### config.mk
export PLATFORM = sky130hd
export DESIGN_NAME = estop_ready_handshake
export DESIGN_NICKNAME = d
export VERILOG_FILES = /design/src/common/estop_pkg.sv /design/src/common/sync_if.sv /design/src/verilog/estop_ready_handshake.sv /design/src/verilog/input_sync.sv
export SDC_FILE = /design/constraint.sdc
export NUM_CORES = 1
export LEC_CHECK = 0
export ABC_AREA = 0
export BUFFER_PORTS_ARGS = -buffer_cell sky130_fd_sc_hd__buf_4
export CAP_MARGIN = 20
export CELL_PAD_IN_SITES_DETAIL_PLACEMENT = 1
export CELL_PAD_IN_SITES_GLOBAL_PLACEMENT = 2
export CORE_MARGIN = 1
export CORE_UTILIZATION = 40
export CTS_BUF_LIST = sky130_fd_sc_hd__clkbuf_4 sky130_fd_sc_hd__clkbuf_8
export CTS_CLUSTER_SIZE = 24
export DETAILED_ROUTE_END_ITERATION = 7
export GPL_TIMING_DRIVEN = 0
export PLACE_DENSITY = 0.93
export SYNTH_ARGS = -nofsm -noshare
export SYNTH_HDL_FRONTEND = slang
export SYNTH_SLANG_ARGS = --single-unit
### constraint.sdc
create_clock -name core_clk_i -period 6 [get_ports core_clk_i]
set_clock_uncertainty 0.05 [all_clocks]
set_input_delay 0.9 -clock core_clk_i [delete_from_list [all_inputs] [get_ports core_clk_i]]
set_output_delay 0.9 -clock core_clk_i [all_outputs]
set_load 0.01 [all_outputs]
### src/common/estop_pkg.sv
// shared constants and types of the emergency-stop handshake
package estop_pkg;
    localparam int unsigned CLK_HZ = 25000000;
    localparam int unsigned DROP_MS = 66;
    localparam int unsigned ACK_TIMEOUT_MS = 1000;
    localparam int unsigned RAISE_MS = 20;
    localparam int unsigned CYC_PER_MS = CLK_HZ / 1000;
    // drop and raise times round down, minus one cycle so the limit is strictly met
    localparam int unsigned DROP_CYC = DROP_MS * CYC_PER_MS - 1;
    localparam int unsigned ACK_TIMEOUT_CYC = ACK_TIMEOUT_MS * CYC_PER_MS;
    localparam int unsigned RAISE_CYC = RAISE_MS * CYC_PER_MS - 1;
    localparam int unsigned TIMER_W = 32;
    localparam logic [1:0] SYNC_RESET = 2'h0;
    typedef enum logic [2:0] {
        ST_WAIT_VOLT,
        ST_DROP,
        ST_WAIT_ACK_LOW,
        ST_RAISE,
        ST_WAIT_RUN,
        ST_RUN,
        ST_ESTOP,
        ST_DEFECT
    } seq_state_type;
endpackage : estop_pkg

### src/common/sync_if.sv
// carrier between the top and its input synchroniser
`timescale 1ns/1ns
`default_nettype none
interface sync_if;
    logic ack_raw;
    logic ack_sync;
    modport top (output ack_raw, input ack_sync);
    modport syn (input ack_raw, output ack_sync);
endinterface : sync_if
`default_nettype wire

### src/verilog/estop_ready_handshake.sv
// power-on and emergency-stop handshake of the ready output
`timescale 1ns/1ns
`default_nettype none
// Summary of operation
// any hazardous fault drops ready_output, opening the stop loop
// self-test sequence runs after every reset (line power on)
// first state waits for control voltage, flagging missing voltage
// ready_output drops within 66 ms of control voltage detected
// ack must go low within 1 s of dropping, else defect fault
// external relay chain answers ready changes within 1 s
// ready_output rises within 20 ms of ack going low
// normal operation only when ready_output and ack both high
// control voltage loss in normal operation flags emergency stop
// after external stop, voltage return resumes without self-test
// exceeded limit reports error and commands machine stop
// position supervision only while position loop is closed
// defect fault latches with ready low until next power-on
module estop_ready_handshake #(
    parameter int unsigned DROP_CYCLES = estop_pkg::DROP_CYC,
    parameter int unsigned ACK_TIMEOUT_CYCLES = estop_pkg::ACK_TIMEOUT_CYC,
    parameter int unsigned RAISE_CYCLES = estop_pkg::RAISE_CYC
) (
    // clock and reset
    input wire logic core_clk_i,
    input wire logic reset_n_i,
    // relay chain
    input wire logic ready_ack_input_i,
    output logic ready_output_o,
    // fault sources
    input wire logic hazard_fault_i,
    input wire logic limit_exceeded_i,
    input wire logic pos_error_i,
    input wire logic pos_loop_closed_i,
    // status
    output logic volt_missing_o,
    output logic estop_o,
    output logic estop_defect_o,
    output logic defect_event_o,
    output logic error_o,
    output logic machine_stop_o,
    output logic normal_op_o,
    output var estop_pkg::seq_state_type state_o
);
    import estop_pkg::*;

    sync_if sif ();
    assign sif.ack_raw = ready_ack_input_i;
    input_sync u_sync (
        .core_clk_i(core_clk_i),
        .reset_n_i(reset_n_i),
        .s(sif)
    );
    logic ack;
    assign ack = sif.ack_sync;

    localparam int unsigned FAULT_SRC_N = 3;

    // sequencer group
    seq_state_type state;
    seq_state_type next_state;
    logic [TIMER_W-1:0] timer;
    logic [TIMER_W-1:0] next_timer;
    logic ack_timeout;
    // ready output group
    logic ready;
    logic next_ready;
    // sticky error group
    logic err;
    logic next_err;
    // defect event group
    logic defect_ev;
    logic next_defect_ev;
    // qualified fault sources
    logic [FAULT_SRC_N-1:0] fault_src;
    logic [FAULT_SRC_N-1:0] fault_qual;
    logic [FAULT_SRC_N-1:0] fault_vec;
    logic fault;

    assign fault_src = {hazard_fault_i, limit_exceeded_i, pos_error_i};
    // position errors only count while the loop is closed
    assign fault_qual = {1'b1, 1'b1, pos_loop_closed_i};
    for (genvar i = 0; i < FAULT_SRC_N; i++) begin : g_fault
        assign fault_vec[i] = fault_src[i] & fault_qual[i];
    end
    assign fault = |fault_vec;

    // one cycle short of the limit, the state change itself costs a cycle
    assign ack_timeout = (timer >= TIMER_W'(ACK_TIMEOUT_CYCLES) - TIMER_W'(1));

    always_comb begin
        next_state = state;
        next_timer = timer + TIMER_W'(1);
        case (state)
            ST_WAIT_VOLT: begin
                next_timer = '0;
                if (ack) begin
                    next_state = ST_DROP;
                end
            end
            ST_DROP: begin
                // dropping at once leaves ample margin inside the limit
                next_timer = '0;
                next_state = ST_WAIT_ACK_LOW;
                if (timer >= TIMER_W'(DROP_CYCLES)) begin
                    next_state = ST_WAIT_ACK_LOW;
                end
            end
            ST_WAIT_ACK_LOW: begin
                // relies on the relay chain answering within its own limit
                if (!ack) begin
                    next_state = ST_RAISE;
                    next_timer = '0;
                end else if (ack_timeout) begin
                    next_state = ST_DEFECT;
                end
            end
            ST_RAISE: begin
                next_state = ST_WAIT_RUN;
                if (timer >= TIMER_W'(RAISE_CYCLES)) begin
                    next_state = ST_WAIT_RUN;
                end
            end
            ST_WAIT_RUN: begin
                if (ready && ack) begin
                    next_state = ST_RUN;
                end
            end
            ST_RUN: begin
                if (!ack) begin
                    next_state = ST_ESTOP;
                end
            end
            ST_ESTOP: begin
                if (ack) begin
                    next_state = ST_RUN;
                end
            end
            ST_DEFECT: begin
                // held until the next power-on
                next_state = ST_DEFECT;
            end
            default: begin
                next_state = ST_WAIT_VOLT;
            end
        endcase
    end

    always_ff @(posedge core_clk_i) begin
        if (!reset_n_i) begin
            state <= ST_WAIT_VOLT;
            timer <= '0;
        end else begin
            state <= next_state;
            timer <= next_timer;
        end
    end

    // ready starts high so that the power-on drop is a real test of the loop
    always_comb begin
        next_ready = ready;
        case (state)
            ST_DROP: begin
                next_ready = 1'b0;
            end
            ST_RAISE: begin
                next_ready = 1'b1;
            end
            ST_DEFECT: begin
                next_ready = 1'b0;
            end
            default: begin
                next_ready = ready;
            end
        endcase
        // faults override the sequence on every cycle
        if (fault) begin
            next_ready = 1'b0;
        end
    end

    always_ff @(posedge core_clk_i) begin
        if (!reset_n_i) begin
            ready <= 1'b1;
        end else begin
            ready <= next_ready;
        end
    end

    // sticky, only a power-on clears it
    always_comb begin
        next_err = err;
        if (fault) begin
            next_err = 1'b1;
        end
    end

    always_ff @(posedge core_clk_i) begin
        if (!reset_n_i) begin
            err <= 1'b0;
        end else begin
            err <= next_err;
        end
    end

    // one pulse on the way into the defect state
    always_comb begin
        next_defect_ev = (state == ST_WAIT_ACK_LOW) && ack && ack_timeout;
    end

    always_ff @(posedge core_clk_i) begin
        if (!reset_n_i) begin
            defect_ev <= 1'b0;
        end else begin
            defect_ev <= next_defect_ev;
        end
    end

    assign ready_output_o = ready;
    assign volt_missing_o = (state == ST_WAIT_VOLT) || (state == ST_WAIT_RUN && !ack);
    assign estop_o = (state == ST_ESTOP);
    assign estop_defect_o = (state == ST_DEFECT);
    assign defect_event_o = defect_ev;
    assign error_o = err;
    assign machine_stop_o = err || (state != ST_RUN);
    assign normal_op_o = (state == ST_RUN) && !err;
    assign state_o = state;
endmodule : estop_ready_handshake
`default_nettype wire

### src/verilog/input_sync.sv
// two-flop synchroniser for the acknowledgment pin
`timescale 1ns/1ns
`default_nettype none
module input_sync (
    // clock and reset
    input wire logic core_clk_i,
    input wire logic reset_n_i,
    // signals
    sync_if.syn s
);
    import estop_pkg::*;
    logic [1:0] stage;
    logic [1:0] next_stage;
    always_comb begin
        next_stage = {stage[0], s.ack_raw};
    end
    always_ff @(posedge core_clk_i) begin
        if (!reset_n_i) begin
            stage <= SYNC_RESET;
        end else begin
            stage <= next_stage;
        end
    end
    assign s.ack_sync = stage[1];
endmodule : input_sync
`default_nettype wire

==> metrics.txt <==
wire length per cell=14.7 um; mapped cell area=slightly below 2000 sq um; data arrival time of the worst path=1780 ps; DR vias/cell=5.75; minimum clock period after layout=around 2700 ps; initial DRC count=98; register bit total from synthesis=40; Vert. Die Dim=71.4 um; Routability Congestion=about 0.76; kind of critical path=reg -> out; worst-margin pin slew=820 ps; # diodes=0; port bufs=16; setup TNS=0 ps; TritonRoute pass-1 iters=4; Post-DRT Antenna Nets=0; CTS Hold Bufs=0; placed cell areas=2110 sq um; synth top area cells=dfxtp_1 42%, a21oi_1 4.9%, nand2_1 4.5%; die area=5100 sq um; Setup-failing EPs final=0; WL met2=roughly 2000 um; Die X=71.4 um; Slew headroom=0.448; Pwr Density=230 nW/um^2; first-pass GRT wire length=7850 um; endpoints failing hold=0; Synth Instances=230; Max Freq=approximately 0.37 GHz; Mean Syn Cell Area=8.38 sq um; row cnt=24; root buffer cell=clkbuf_8; register area share after synthesis=0.415; Synth warnings=0; clk sinks=40; Ports=18; top layer in use=met4; non-filler instance count after layout=around 300; Critical Path Start Type=register; Critical Path RT=5050 ps; Clock Latency Late Sink=300 ps; Synth top area share=0.415; Setup crit end kind=output pin; Max clock buf depth=2; hold wc startpoint=u_sync.stage[0]$_SDFF_PN0_; Max VDD drop=0.122 mV; clock slew at reported path FFs=80 ps; initial antenna violation count=0; final WL=4510 um; total of max-cap violations=0; dpl hpwl=approximately 3200 um; vias in the first global route=1630; final period utilization=0.455; Metal-1 WL=approximately 2300 um; worst r2r src=timer[0]$_SDFF_PN0_; crit path from=state_o[0]$_SDFFE_PN0P_; buffer count from post-CTS setup fixing=0; starting density of the core=0.428; # placed instances=298; leakage power=~0.72 nW; async set-reset flop share out of synthesis=0; gr usage total=0.196; Post-synth top cells=40 x dfxtp_1, 23 x nand2_1, 19 x a21oi_1, 15 x nand3_1, 13 x o21ai_0; CTS tree=built; hold crit path type=reg -> reg; cell with the most instances after synthesis=dfxtp_1; Num CTS Buffers=5; Slew Viols, Final=0; H-tree depth=2; Synth Flop Type=dfxtp_1; syn_nets=238; total power=0.512 mW; total core area=between 4000 and 5000 sq um; largest net degree at the start of global routing=15; Remaining DRCs=0; Core Util, Final=0.495; RSZ-0062 raised after global routing=false; Vias=about 1.8k; status=completed; Area Growth Syn to Fin=15.6%; final net count=261; fin area=approximately 2200 sq um; Synth cell types=38; critical path fanouts, max=10; PostCTS Resize Cnt=0; number of flops mapped to enable cells by yosys=0; global route total overflow=0; area leader, netlist=dfxtp_1; length of routed met3 wiring=124 um; layout cells sized above 1=0.130
-- sequential cells by signal, summed over array words and instances, names as in the netlist --
name,cells
defect_event_o,1
error_o,1
ready_output_o,1
state_o,3
timer,32
u_sync.stage,2
-- where the power goes --
part	switching [mW]	internal (mW)	leakage [nW]
clock	0.101	0.125	0.0583
combinational	0.00778	0.00834	0.337
sequential	0.00197	0.268	0.323
-- logic make-up (layout without fill, tap and decap cells) --
| family | after synthesis | after routing | share of synthesized area |
|---|---|---|---|
| muxes | 6 | 6 | 0.0311 |
| AOI/OAI and AO/OA | 46 | 46 | 0.138 |
| adders and majority gates | 1 | 1 | 0.00649 |
| DFF | 40 | 40 | 0.415 |
| buffers and inverters | 16 | 40 | 0.0389 |
| xor gates and xnor gates | 10 | 10 | 0.0454 |
| and+or+nand+nor | 111 | 111 | 0.324 |
-- cell type report --
cell class / instances / area [sq um]
fill: 558 / 2270
timing repair buffer: 16 / 120
sequential: 40 / 801
tap: 52 / 65.1
clock inverter: 3 / 47.5
buffer: 10 / 52.6
clock buffer: 5 / 68.8
inverter: 6 / 22.5
multi-input combinational: 174 / 1050
-- final timing paths --
kind                                endpoint  slack [ps]  cells past startpoint
setup / recovery                 normal_op_o        3270                      4
hold / removal    u_sync.stage[1]$_SDFF_PN0_         390                      1
setup reg to reg        timer[14]$_SDFF_PN0_        3830                      6
hold reg to reg   u_sync.stage[1]$_SDFF_PN0_         390                      1
-- cells in the final DEF, fill, tap and decap left out, types with 2 or more instances in the layout --
master     synthesis  final
nor3_1             6      6
buf_6              2      2
nand3_1           15     15
or4_2              2      2
o31ai_1            5      5
nand2_1           23     23
xnor2_1            3      3
and3_1             5      5
nor2_1            12     12
clkbuf_8           0      5
o2111ai_1          2      2
nand4_1            7      7
inv_1              6      6
nand2b_1           6      6
and4_1             2      2
clkbuf_1           8      8
o21ai_0           13     13
a31oi_1            2      2
or4_1              7      7
buf_4              0     16
or3_1              9      9
mux2i_1            6      6
dfxtp_1           40     40
xor2_1             7      7
a21oi_1           19     19
nor4_1             5      5
clkinv_4           0      2
and2_1             5      5
-- critical path: stages, from the launching register on --
cell and delay, ps:
dfxtp_1 360, clkbuf_1 290, or4b_2 640, inv_1 80
buf_4 110
-- through the flow --
stage / hold slack [ps] / setup slack (ps)
after floorplan: 362 / 3640
after global placement: 368 / 3600
after detailed placement: 371 / 3570
after CTS: 393 / 3230
after global routing: 420 / 3140
final: 387 / 3270
-- metal layers --
metal	vias to the layer above	global-route usage
li1	882	-
met1	850	0.277
met4	0	0.0733
met3	7	0.0380
met5	-	0
met2	19	0.297
No activity file was read; power rests on OpenSTA's default activity.
